File: config.mk
export PLATFORM = sky130hd
export DESIGN_NAME = ssr_top
export DESIGN_NICKNAME = d
export VERILOG_FILES = /design/src/verilog/ssr_pkg.sv /design/src/verilog/ssr_sync.sv /design/src/verilog/ssr_top.sv
export SDC_FILE = /design/constraint.sdc
export NUM_CORES = 1
export LEC_CHECK = 0
export ABC_AREA = 1
export BUFFER_PORTS_ARGS = -buffer_cell sky130_fd_sc_hd__buf_2
export CORE_UTILIZATION = 48
export CTS_CLUSTER_SIZE = 24
export DETAILED_ROUTE_END_ITERATION = 8
export PLACE_DENSITY = 0.69
export SYNTH_ARGS = -nofsm -noshare
export SYNTH_HDL_FRONTEND = slang
export SYNTH_SLANG_ARGS = --single-unit
File: constraint.sdc
create_clock -name clock -period 0.86 [get_ports clock]
set_input_delay 0.129 -clock clock [delete_from_list [all_inputs] [get_ports clock]]
set_output_delay 0.129 -clock clock [all_outputs]
set_load 0.03 [all_outputs]
File: src/verilog/ssr_pkg.sv
package ssr_pkg;

	// ------------------------------------------------------------
	// widths and reset values
	// ------------------------------------------------------------
	localparam int        SSR_WIDTH     = 8;
	localparam logic [7:0] SSR_RST_SHIFT = 8'h00;
	localparam logic [7:0] SSR_RST_STORE = 8'h00;

	// ------------------------------------------------------------
	// host-side pin group, as sampled from outside
	// ------------------------------------------------------------
	typedef struct packed {
		logic serial_in;
		logic shift_clock;
		logic storage_clock;
		logic shift_clear_n;
		logic storage_clear_n;
	} ssr_pins_t;

endpackage : ssr_pkg

File: src/verilog/ssr_sync.sv
`timescale 1ns/1ns
// two-flop synchroniser for a bus of pin levels
module ssr_sync #(
	parameter int W = 5
) (
	// clock and reset
	input  wire logic         clock,
	input  wire logic         nrst,
	// data
	input  wire logic [W-1:0] async_in,
	output logic      [W-1:0] sync_out
);
	logic [W-1:0] meta_q;

	// first stage feeds only the second stage
	always_ff @(posedge clock or negedge nrst)
	begin
		if (!nrst)
		begin
			meta_q   <= '0;
			sync_out <= '0;
		end
		else
		begin
			meta_q   <= async_in;
			sync_out <= meta_q;
		end
	end
endmodule : ssr_sync

File: src/verilog/ssr_top.sv
`timescale 1ns/1ns
// Functional notes
// RULE1: eight shift stages load in parallel into an eight-bit storage register
// RULE2: shift clock drives shift register, storage clock drives storage register
// RULE3: each clear empties only its own register and overrides its clock
// RULE4: registers change only on rising edges of their own clocks
// RULE5: last shift stage drives serial cascade output
// RULE6: with tied clocks storage holds shift contents from one edge earlier
// RULE7: host raises shift clock before storage clock when clocks are separate
// RULE8: rising shift edge takes serial input into stage one; clears are level
module ssr_top
	import ssr_pkg::*;
#(
	parameter int WIDTH = ssr_pkg::SSR_WIDTH
) (
	// system
	input  wire logic               clock,
	input  wire logic               nrst,
	// pins from host
	input  wire ssr_pkg::ssr_pins_t pins,
	// outputs
	output logic [WIDTH-1:0]        parallel_out,
	output logic                    serial_cascade_out
);
	import ssr_pkg::*;

	// ------------------------------------------------------------
	// pin synchronisation
	// ------------------------------------------------------------
	ssr_pins_t  pins_s;
	logic [$bits(ssr_pins_t)-1:0] pins_s_raw;
	logic       shift_clock_prev_q;
	logic       storage_clock_prev_q;
	logic       shift_rise;
	logic       storage_rise;
	logic [WIDTH-1:0] shift_q;

	ssr_sync #(
		.W ($bits(ssr_pins_t))
	) u_sync (
		.clock    (clock),
		.nrst     (nrst),
		.async_in (pins),
		.sync_out (pins_s_raw)
	);
	assign pins_s = ssr_pins_t'(pins_s_raw);

	// RULE2: independent edge detectors
	// shift clock history; resets to the idle low level so no false edge follows reset
	always_ff @(posedge clock or negedge nrst)
	begin
		if (!nrst)
			shift_clock_prev_q <= 1'b0;
		else
			shift_clock_prev_q <= pins_s.shift_clock;
	end

	// storage clock history, kept apart so the two clocks share no state
	always_ff @(posedge clock or negedge nrst)
	begin
		if (!nrst)
			storage_clock_prev_q <= 1'b0;
		else
			storage_clock_prev_q <= pins_s.storage_clock;
	end

	// RULE4: rising edges only
	assign shift_rise   = pins_s.shift_clock & ~shift_clock_prev_q;
	assign storage_rise = pins_s.storage_clock & ~storage_clock_prev_q;

	// ------------------------------------------------------------
	// shift register
	// ------------------------------------------------------------
	// RULE3: clear wins over shift edge
	// RULE8: serial in enters stage zero
	always_ff @(posedge clock or negedge nrst)
	begin
		if (!nrst)
			shift_q <= SSR_RST_SHIFT[WIDTH-1:0];
		else if (!pins_s.shift_clear_n)
			shift_q <= SSR_RST_SHIFT[WIDTH-1:0];
		else if (shift_rise)
			shift_q <= {shift_q[WIDTH-2:0], pins_s.serial_in};
	end

	// ------------------------------------------------------------
	// storage register
	// ------------------------------------------------------------
	// RULE1: parallel load of shift stages
	// RULE6: old shift value captured when both edges coincide
	always_ff @(posedge clock or negedge nrst)
	begin
		if (!nrst)
			parallel_out <= SSR_RST_STORE[WIDTH-1:0];
		else if (!pins_s.storage_clear_n)
			parallel_out <= SSR_RST_STORE[WIDTH-1:0];
		else if (storage_rise)
			parallel_out <= shift_q;
	end

	// RULE5: cascade output follows last stage, registered
	always_ff @(posedge clock or negedge nrst)
	begin
		if (!nrst)
			serial_cascade_out <= 1'b0;
		else if (!pins_s.shift_clear_n)
			serial_cascade_out <= 1'b0;
		else if (shift_rise)
			serial_cascade_out <= shift_q[WIDTH-2];
	end

	// ------------------------------------------------------------
	// helper count of shift edges since the last shift clear
	// ------------------------------------------------------------
	// saturates at the width: the checks only need "not yet full"
	localparam int CNT_W = $clog2(WIDTH + 1);

	logic [CNT_W-1:0] shift_count_q;

	// RULE8: stages fill from serial input
	always_ff @(posedge clock or negedge nrst)
	begin
		if (!nrst)
			shift_count_q <= '0;
		else if (!pins_s.shift_clear_n)
			shift_count_q <= '0;
		else if (shift_rise && shift_count_q < CNT_W'(WIDTH))
			shift_count_q <= shift_count_q + CNT_W'(1);
	end

	// ------------------------------------------------------------
	// shift register checks
	// ------------------------------------------------------------
	// a shift edge moves every stage one place and takes the serial bit
	a_shift_move: assert property (@(posedge clock) disable iff (!nrst) // RULE8
		(shift_rise && pins_s.shift_clear_n) |=> shift_q == {$past(shift_q[WIDTH-2:0]),
		$past(pins_s.serial_in)})
		else $error("shift did not move");

	// a held clear empties the stages whatever the clock does
	a_shift_clear: assert property (@(posedge clock) disable iff (!nrst) // RULE3
		!pins_s.shift_clear_n |=> shift_q == '0 && serial_cascade_out == 1'b0)
		else $error("shift clear failed");

	// no edge, no clear: stages stand
	a_shift_hold: assert property (@(posedge clock) disable iff (!nrst) // RULE2
		(!shift_rise && pins_s.shift_clear_n) |=> $stable(shift_q))
		else $error("shift changed without edge");

	// falling clock edges must leave the stages alone
	a_shift_fall: assert property (@(posedge clock) disable iff (!nrst) // RULE4
		(!pins_s.shift_clock && shift_clock_prev_q && pins_s.shift_clear_n)
		|=> $stable(shift_q))
		else $error("shift moved on falling edge");

	// a storage clear must not disturb the shift stages
	a_shift_own_clear: assert property (@(posedge clock) disable iff (!nrst) // RULE3
		(!pins_s.storage_clear_n && pins_s.shift_clear_n && !shift_rise)
		|=> $stable(shift_q) && $stable(serial_cascade_out))
		else $error("storage clear disturbed shift stages");

	// until a full word has entered, the last stage still shows the clear
	a_fill_empty: assert property (@(posedge clock) disable iff (!nrst) // RULE8
		(shift_count_q < CNT_W'(WIDTH)) |-> serial_cascade_out == 1'b0)
		else $error("cascade set before stages filled");

	// cascade pin and last stage never part
	a_cascade_last: assert property (@(posedge clock) disable iff (!nrst) // RULE5
		1'b1 |-> serial_cascade_out == shift_q[WIDTH-1])
		else $error("cascade not last stage");

	// the cascade bit comes from the stage below the last, one edge back
	a_cascade_feed: assert property (@(posedge clock) disable iff (!nrst) // RULE5
		(shift_rise && pins_s.shift_clear_n)
		|=> serial_cascade_out == $past(shift_q[WIDTH-2]))
		else $error("cascade did not follow shift");

	// ------------------------------------------------------------
	// storage register checks
	// ------------------------------------------------------------
	// a held clear empties the storage register
	a_store_clear: assert property (@(posedge clock) disable iff (!nrst) // RULE3
		!pins_s.storage_clear_n |=> parallel_out == '0)
		else $error("storage clear failed");

	// clear low beats a storage edge in the same cycle
	a_store_clear_wins: assert property (@(posedge clock) disable iff (!nrst) // RULE3
		(!pins_s.storage_clear_n && storage_rise) |=> parallel_out == '0)
		else $error("storage edge beat its clear");

	// a storage edge copies all stages at once
	a_store_load: assert property (@(posedge clock) disable iff (!nrst) // RULE1
		(storage_rise && pins_s.storage_clear_n) |=> parallel_out == $past(shift_q))
		else $error("storage load wrong");

	// no edge, no clear: outputs stand
	a_store_hold: assert property (@(posedge clock) disable iff (!nrst) // RULE4
		(!storage_rise && pins_s.storage_clear_n) |=> $stable(parallel_out))
		else $error("storage changed without edge");

	// a shift clear must not disturb the storage register
	a_store_own_clear: assert property (@(posedge clock) disable iff (!nrst) // RULE3
		(!pins_s.shift_clear_n && pins_s.storage_clear_n && !storage_rise)
		|=> $stable(parallel_out))
		else $error("shift clear disturbed storage");

	// tied clocks: storage takes the old stages while the stages move on
	a_tied_lag: assert property (@(posedge clock) disable iff (!nrst) // RULE6
		(shift_rise && storage_rise && pins_s.shift_clear_n && pins_s.storage_clear_n)
		|=> parallel_out == $past(shift_q)
		&& shift_q == {$past(shift_q[WIDTH-2:0]), $past(pins_s.serial_in)})
		else $error("tied clock lag wrong");

	// ------------------------------------------------------------
	// coverage of the main scenarios
	// ------------------------------------------------------------
	c_shift: cover property (@(posedge clock) disable iff (!nrst) shift_rise);
	c_store: cover property (@(posedge clock) disable iff (!nrst) storage_rise);
	c_tied: cover property (@(posedge clock) disable iff (!nrst) shift_rise && storage_rise);
	c_clear: cover property (@(posedge clock) disable iff (!nrst) !pins_s.shift_clear_n);
	c_full: cover property (@(posedge clock) disable iff (!nrst) shift_count_q == CNT_W'(WIDTH));
endmodule : ssr_top

==> key figures, run 1 <==
Clock network
  • Clk pin slew, worst setup/hold paths: 0.15 ns
  • Clock tree from TritonCTS: yes
  • Clk_lat worst skew: 0.33 ns
  • Root Buffer: sky130_fd_sc_hd__clkbuf_4
  • Number of buffers added by the clock tree synthesis step: 3
  • Maximum buffer depth of the clock tree: 2
  • Clock Sinks: 28
  • Number of H-tree branching levels: 1

Worst setup path
  • R2R Path Start: u_sync.sync_out[1]
  • Largest stage delay on the critical path: 0.43 ns
  • Worst Setup Path Type: register to primary output
  • Crit path DAT: 0.90 ns
  • Count of buffer and inverter cells on the critical path: 1
  • Top Family by Delay on Critical Path: flip-flops
  • Capturing point of the worst reg2reg path: shift_q[5]
  • CP max FO: 2
  • R2R Setup Slk: -0.05 ns
  • Cell depth of the worst flop-to-flop path: 5
  • Data required time of the critical path: 0.73 ns
  • Endpoint type of the worst setup path: primary output
  • Critical-path top delay cell: sky130_fd_sc_hd__dfrtp_1
  • Crit-path cells: buf_6
  • Crit start category: register

Layout
  • Diodes inserted: 0
  • Most common cell after layout, fill and taps aside: sky130_fd_sc_hd__nand2_1
  • Area taken by flip-flops and latches: 706 um^2
  • Area taken by multi-input logic gates: 348 um^2
  • Core Util, Final: 0.765
  • Non-filler cells, final: 168
  • Fill cell total of the finished layout: 135
  • Ratio of cells with drive above 1 in the final layout: 0.475
  • Relative area change from synthesis to final layout: 47.1%
  • # nets final: 149
  • Highest-count cells in the layout ignoring fill and taps: 30 x sky130_fd_sc_hd__nand2_1, 24 x sky130_fd_sc_hd__dfrtp_1, 14 x sky130_fd_sc_hd__buf_4

Drt
  • Mean routed wirelength per cell: 12.5 um
  • Initial DRC count: 20
  • Final routed DRC violation total: 0
  • 1st-pass router iterations: 4
  • Final ANT Viol Nets: 0
  • Final wirelength: 2100 um
  • Vias per cell: 4.95
  • Total vias in the final route: 831

Floorplan
  • Floorplan die height: 48.6 um
  • Initial core utilization: 0.520
  • Top Ports: 16
  • Row Count: 16
  • Core area: 2000 um^2
  • Die X-Extent: 48.6 um
  • Die area: 2360 um^2

Yosys
  • Yosys reg bits: 28
  • Netlist area before placement: 1040 um^2
  • Cell count after synthesis: 101
  • Sequential share of the synthesized area: 0.673
  • Number of warnings reported in the yosys synthesis log: 0
  • Syn nets: 108
  • Syn avg cell area: 10.3 um^2
  • Count of cell types in the netlist: 12

Timing
  • Max-slew headroom at the worst pin: 0.789
  • Final Hold Violating Endpoints: 0
  • RSZ-0062 raised after global routing: true
  • Minimum clock period after layout: 1.03 ns
  • Share of the clock period used by the worst path after layout: 1.20
  • Slew of the pin with the lowest slew margin: 0.316 ns
  • Final setup violation count: 21
  • Skew final: 0.00315 ns
  • Final WS setup: -0.168 ns
  • Fmax: 973 MHz
  • Max Transition Viols Final: 0

Status
  • Status: finished with violations
  • Violated checks: setup timing

Power
  • Peak supply drop: 1.34 mV
  • Power density relative to cell area: 1570 nW/um^2
  • Total leakage power: 0.840 nW
  • Total Power: 2.41 mW

Global route
  • GRT Util Overall: 0.176
  • Pin count of the biggest net entering global routing: 17
  • Number of global-route vias before repair: 706
  • Antenna violations before repair: 0
  • Overall overflow remaining after global route: 0
  • Wire length of the first global-routing pass: 3050 um

Place
  • Placed Cells: 141
  • Placed wire-length estimate: 1110 um
  • Weighted congestion reported at the end of routability-driven placement: 0.782
  • Port Buffer Count: 15

Min path
  • Worst hold path type: primary input to asynchronous set/reset pin

Job
  • Max-capacitance violation count: 0
-- stage by stage --
step                setup TNS, ns  worst slack (ns)  hold WS (ns)  instance area (um^2)
floorplan                       0            0.0268        -0.167                  1040
global placement           -0.175           -0.0264        0.0345                  1140
detailed placement         -0.307           -0.0380        0.0395                  1140
CTS                         -1.45            -0.171         0.210                  1390
global route                -2.77            -0.215         0.210                  1530
finish                      -1.68            -0.168         0.201                  1530
-- state kept, by name (all words and copies together), names as in the netlist --
name	count
shift_q	8
storage_clock_prev_q	1
shift_clock_prev_q	1
parallel_out	8
u_sync.meta_q	5
u_sync.sync_out	5
-- Yosys cell counts --
library cell              instances  area [um^2]
sky130_fd_sc_hd__nand3_1          8         40.0
sky130_fd_sc_hd__inv_1            9         33.8
sky130_fd_sc_hd__nand2_1         39          146
sky130_fd_sc_hd__buf_6            1         11.3
sky130_fd_sc_hd__buf_4            1         7.51
sky130_fd_sc_hd__buf_2            1         5.00
sky130_fd_sc_hd__nand2_4          1         11.3
sky130_fd_sc_hd__dfrtp_1         28          701
sky130_fd_sc_hd__inv_2            2         7.51
sky130_fd_sc_hd__nand4_1          9         56.3
sky130_fd_sc_hd__nand2_2          1         6.26
sky130_fd_sc_hd__buf_8            1         15.0
-- worst max-delay path by stage --
stage / startpoint / cells after the start / slack, ns / end
global placement: u_sync.sync_out[2] / 3 / -0.03 / parallel_out[5]
CTS: parallel_out[2] / 1 / -0.17 / parallel_out[2]
floorplan: u_sync.sync_out[0] / 4 / 0.03 / parallel_out[0]
finish: parallel_out[3] / 1 / -0.17 / parallel_out[3]
detailed placement: u_sync.sync_out[2] / 3 / -0.04 / parallel_out[2]
global route: parallel_out[2] / 1 / -0.22 / parallel_out[2]
-- final cells by class --
cell class / instances / share of cell area
repair buffers: 38 / 0.219
inverters: 11 / 0.0319
clock buffers: 3 / 0.0147
repair inverters: 1 / 0.00490
clock inverters: 1 / 0.0196
flip-flops and latches: 28 / 0.461
well taps: 27 / 0.0221
multi-input cells: 59 / 0.227
-- repair_timing --
| action | CTS | global route |
|---|---|---|
| gates cloned | 0 | 2 |
| buffers inserted | 9 | 6 |
| gates resized for setup | 25 | 27 |
| pin swaps | 0 | 6 |
| endpoints found under the hold margin | 33 | 0 |
| endpoints found under the setup margin | 24 | 24 |
| hold buffers | 6 | 0 |
-- per-layer routing --
layer	wire, um	global-route usage
met4	48	0.103
met1	765	0.205
met5	0	0
met3	68	0.0377
met2	1220	0.300
-- power breakdown --
| part | total, mW | switching, mW | internal [mW] |
|---|---|---|---|
| registers | 1.38 | 0.0313 | 1.35 |
| clock network | 0.855 | 0.383 | 0.472 |
| logic | 0.168 | 0.0947 | 0.0732 |
| total | 2.41 | 0.509 | 1.90 |
-- logic make-up after synthesis --
group | synth area share
simple gates | 0.250
buf+inv | 0.0769
flops | 0.673
No activity file was read; power rests on OpenSTA's default activity.
==> run 2: changes to the inputs <==
--- a/config.mk
+++ b/config.mk
@@ -7,6 +7,7 @@
 export LEC_CHECK = 0
 export ABC_AREA = 1
 export BUFFER_PORTS_ARGS = -buffer_cell sky130_fd_sc_hd__buf_2
+export CORE_MARGIN = 2
 export CORE_UTILIZATION = 48
 export CTS_CLUSTER_SIZE = 24
 export DETAILED_ROUTE_END_ITERATION = 8
==> run 2 against run 1 <==
Die area rose by 8.4%; highest routed layer unchanged; count of clock-buffer cells in the layout did not move; the flow still finishes with violations (setup timing); total power fell by 0.74%; utilization fell by 0.75 points; critical endpoint is now parallel_out[2].
==> key figures, run 2 (synthesis results as in run 1) <==
Layout
  • Most common cell after layout, fill and taps aside: sky130_fd_sc_hd__nand2_1 (unchanged)
  • Ratio of cells with drive above 1 in the final layout: 0.426 (was 0.475)
  • # nets final: 149 (unchanged)
  • Relative area change from synthesis to final layout: 45.7% (was 47.1%)
  • Non-filler cells, final: 168 (unchanged)
  • Registers with the most flip-flops: parallel_out x8, shift_q x8 (unchanged)
  • Core Util, Final: 0.758 (was 0.765)
  • Fill cell total of the finished layout: 128 (was 135)
  • Highest-count cells in the layout ignoring fill and taps: 34 x sky130_fd_sc_hd__nand2_1, 26 x sky130_fd_sc_hd__dfrtp_1, 15 x sky130_fd_sc_hd__buf_4 (was 30 x sky130_fd_sc_hd__nand2_1, 24 x sky130_fd_sc_hd__dfrtp_1, 14 x sky130_fd_sc_hd__buf_4)
  • Diodes inserted: 0 (unchanged)

Worst setup path
  • Top Family by Delay on Critical Path: flip-flops (unchanged)
  • R2R Setup Slk: -0.05 ns (about the same)
  • Capturing point of the worst reg2reg path: parallel_out[5] (was shift_q[5])
  • Crit start category: register (unchanged)
  • Worst Setup Path Type: register to primary output (unchanged)
  • CP max FO: 2 (unchanged)
  • Largest stage delay on the critical path: 0.43 ns (about the same)
  • Setup crit start: parallel_out[2] (was parallel_out[3])
  • Cell depth of the worst flop-to-flop path: 4 (was 5)
  • Endpoint type of the worst setup path: primary output (unchanged)
  • R2R Path Start: storage_clock_prev_q (was u_sync.sync_out[1])
  • Crit path DAT: 0.90 ns (about the same)
  • Count of buffer and inverter cells on the critical path: 1 (unchanged)
  • Crit-path cells: buf_6 (unchanged)
  • Critical-path top delay cell: sky130_fd_sc_hd__dfrtp_1 (unchanged)
  • Data required time of the critical path: 0.73 ns (about the same)

Power
  • Internal cell power: 1.89 mW (was 1.90 mW)
  • Peak supply drop: 1.06 mV (was 1.34 mV)
  • Combinational power share: 0.066 (was 0.070)
  • Seq pwr share: 0.577 (was 0.575)
  • Total leakage power: 0.842 nW (was 0.840 nW)
  • Switching share of power: 0.208 (was 0.212)
  • P_sw: 0.496 mW (was 0.509 mW)
  • Clock group share of total power: 0.356 (was 0.355)
  • Power density relative to cell area: 1570 nW/um^2 (about the same)

Timing
  • Max-slew headroom at the worst pin: 0.786 (was 0.789)
  • Minimum clock period after layout: 1.03 ns (about the same)
  • Fmax: 973 MHz (about the same)
  • Final setup violation count: 22 (was 21)
  • Worst hold slack after final layout: 0.221 ns (was 0.201 ns)
  • Final Hold Violating Endpoints: 0 (unchanged)
  • Max Transition Viols Final: 0 (unchanged)
  • Skew final: 0.00172 ns (was 0.00315 ns)
  • Slew of the pin with the lowest slew margin: 0.321 ns (was 0.316 ns)
  • Final WS setup: -0.167 ns (was -0.168 ns)
  • Share of the clock period used by the worst path after layout: 1.19 (was 1.20)
  • RSZ-0062 raised after global routing: true (unchanged)

Global route
  • Wire length of the first global-routing pass: 3060 um (was 3050 um)
  • Fraction of met3 tracks used by global routing: 0.0357 (was 0.0377)
  • Most heavily used metal layer in global routing: met2 (unchanged)
  • Number of global-route vias before repair: 707 (was 706)
  • Global Route met2 Usage: 0.296 (was 0.300)
  • Overall overflow remaining after global route: 0 (unchanged)
  • Antenna violations before repair: 0 (unchanged)
  • GRT Util Overall: 0.165 (was 0.176)
  • Pin count of the biggest net entering global routing: 17 (unchanged)
  • Met1 demand-to-capacity share in global routing: 0.189 (was 0.205)

Drt
  • Mean routed wirelength per cell: 12.1 um (was 12.5 um)
  • Initial DRC count: 14 (was 20)
  • 1st-pass router iterations: 4 (unchanged)
  • Total vias in the final route: 818 (was 831)
  • Vias per cell: 4.87 (was 4.95)
  • Final routed DRC violation total: 0 (unchanged)
  • Final wirelength: 2040 um (was 2100 um)
  • Final ANT Viol Nets: 0 (unchanged)

Floorplan
  • Row Count: 16 (unchanged)
  • Core area: 2000 um^2 (unchanged)
  • Floorplan die height: 50.6 um (was 48.6 um)
  • Initial core utilization: 0.520 (unchanged)
  • Die X-Extent: 50.6 um (was 48.6 um)
  • Die area: 2560 um^2 (was 2360 um^2)
  • Top Ports: 16 (unchanged)

Place
  • Port Buffer Count: 15 (unchanged)
  • Pre-CTS setup slack: -0.0245 ns (was -0.0380 ns)
  • Placed wire-length estimate: 1150 um (was 1110 um)
  • Placed Cells: 142 (was 141)
  • Weighted congestion reported at the end of routability-driven placement: 0.801 (was 0.782)

Clock network
  • Clock tree from TritonCTS: yes (unchanged)
  • Root Buffer: sky130_fd_sc_hd__clkbuf_4 (unchanged)
  • Number of H-tree branching levels: 1 (unchanged)
  • Number of buffers added by the clock tree synthesis step: 3 (unchanged)
  • Clk_lat worst skew: 0.32 ns (was 0.33 ns)
  • Clk pin slew, worst setup/hold paths: 0.15 ns (about the same)
  • Maximum buffer depth of the clock tree: 2 (unchanged)
  • Clock Sinks: 28 (unchanged)

Status
  • Violated checks: setup timing (unchanged)
  • Status: finished with violations (unchanged)

Job
  • Max-capacitance violation count: 0 (unchanged)

Min path
  • Worst hold path type: primary input to asynchronous set/reset pin (unchanged)
==> run 2: cell count changes in the layout (fill, tap and decap cells not counted), sizes merged <==
cell    before  now
buf         31   33
clkbuf       4    3
nand2       42   41
==> run 2: stage by stage <==
| stage | TNS [ns] | area (um^2) | power (mW) |
|---|---|---|---|
| floorplan | 0 | 1040 | 1.45 |
| global placement | -0.00170 | 1160 | 1.51 |
| detailed placement | -0.141 | 1160 | 1.51 |
| CTS | -1.43 | 1400 | 2.38 |
| global route | -3.24 | 1520 | 2.49 |
| finish | -1.86 | 1520 | 2.39 |
==> run 2: how the worst max path moves through the flow <==
stage	to	slack, ns	cells past startpoint
after floorplan	parallel_out[0]	0.03	4
after global placement	parallel_out[6]	-0.002	3
after detailed placement	parallel_out[4]	-0.02	3
after CTS	parallel_out[2]	-0.17	1
after global routing	parallel_out[2]	-0.22	1
final	parallel_out[2]	-0.17	1
==> run 2: final cells by class <==
| cell class | instances | area (um^2) | area share |
|---|---|---|---|
| clock buffer | 3 | 22.5 | 0.0149 |
| clock inverter | 1 | 30.0 | 0.0198 |
| inverter | 11 | 46.3 | 0.0305 |
| multi-input combinational | 58 | 318 | 0.210 |
| sequential | 28 | 703 | 0.464 |
| tap | 27 | 33.8 | 0.0223 |
| timing repair buffer | 39 | 355 | 0.234 |
| timing repair inverter | 1 | 7.51 | 0.00495 |
==> run 2: timing repair <==
action | CTS | global route
cloned | 1 | 0
buffers inserted | 8 | 8
resized for setup | 22 | 21
endpoints found under the hold margin | 33 | 0
endpoints found under the setup margin | 25 | 25
hold buffers | 6 | 0
pin swaps | 1 | 9
==> run 2: power groups by stage <==
stage / Clock (mW) / Combinational (mW) / Sequential (mW)
6_report: 0.851 / 0.159 / 1.38
5_1_grt: 0.935 / 0.173 / 1.38
4_1_cts: 0.864 / 0.137 / 1.38
3_5_place_dp: 0 / 0.111 / 1.40
3_3_place_gp: 0 / 0.107 / 1.40
2_1_floorplan: 0 / 0.0628 / 1.39
==> run 2: routing by layer <==
| layer | wire [um] | part of all wire | vias to the layer above |
|---|---|---|---|
| met5 | 0 | 0 | - |
| met4 | 21 | 0.010 | 0 |
| met2 | 1110 | 0.54 | 22 |
| li1 | - | - | 399 |
| met1 | 834 | 0.41 | 393 |
| met3 | 72 | 0.035 | 4 |
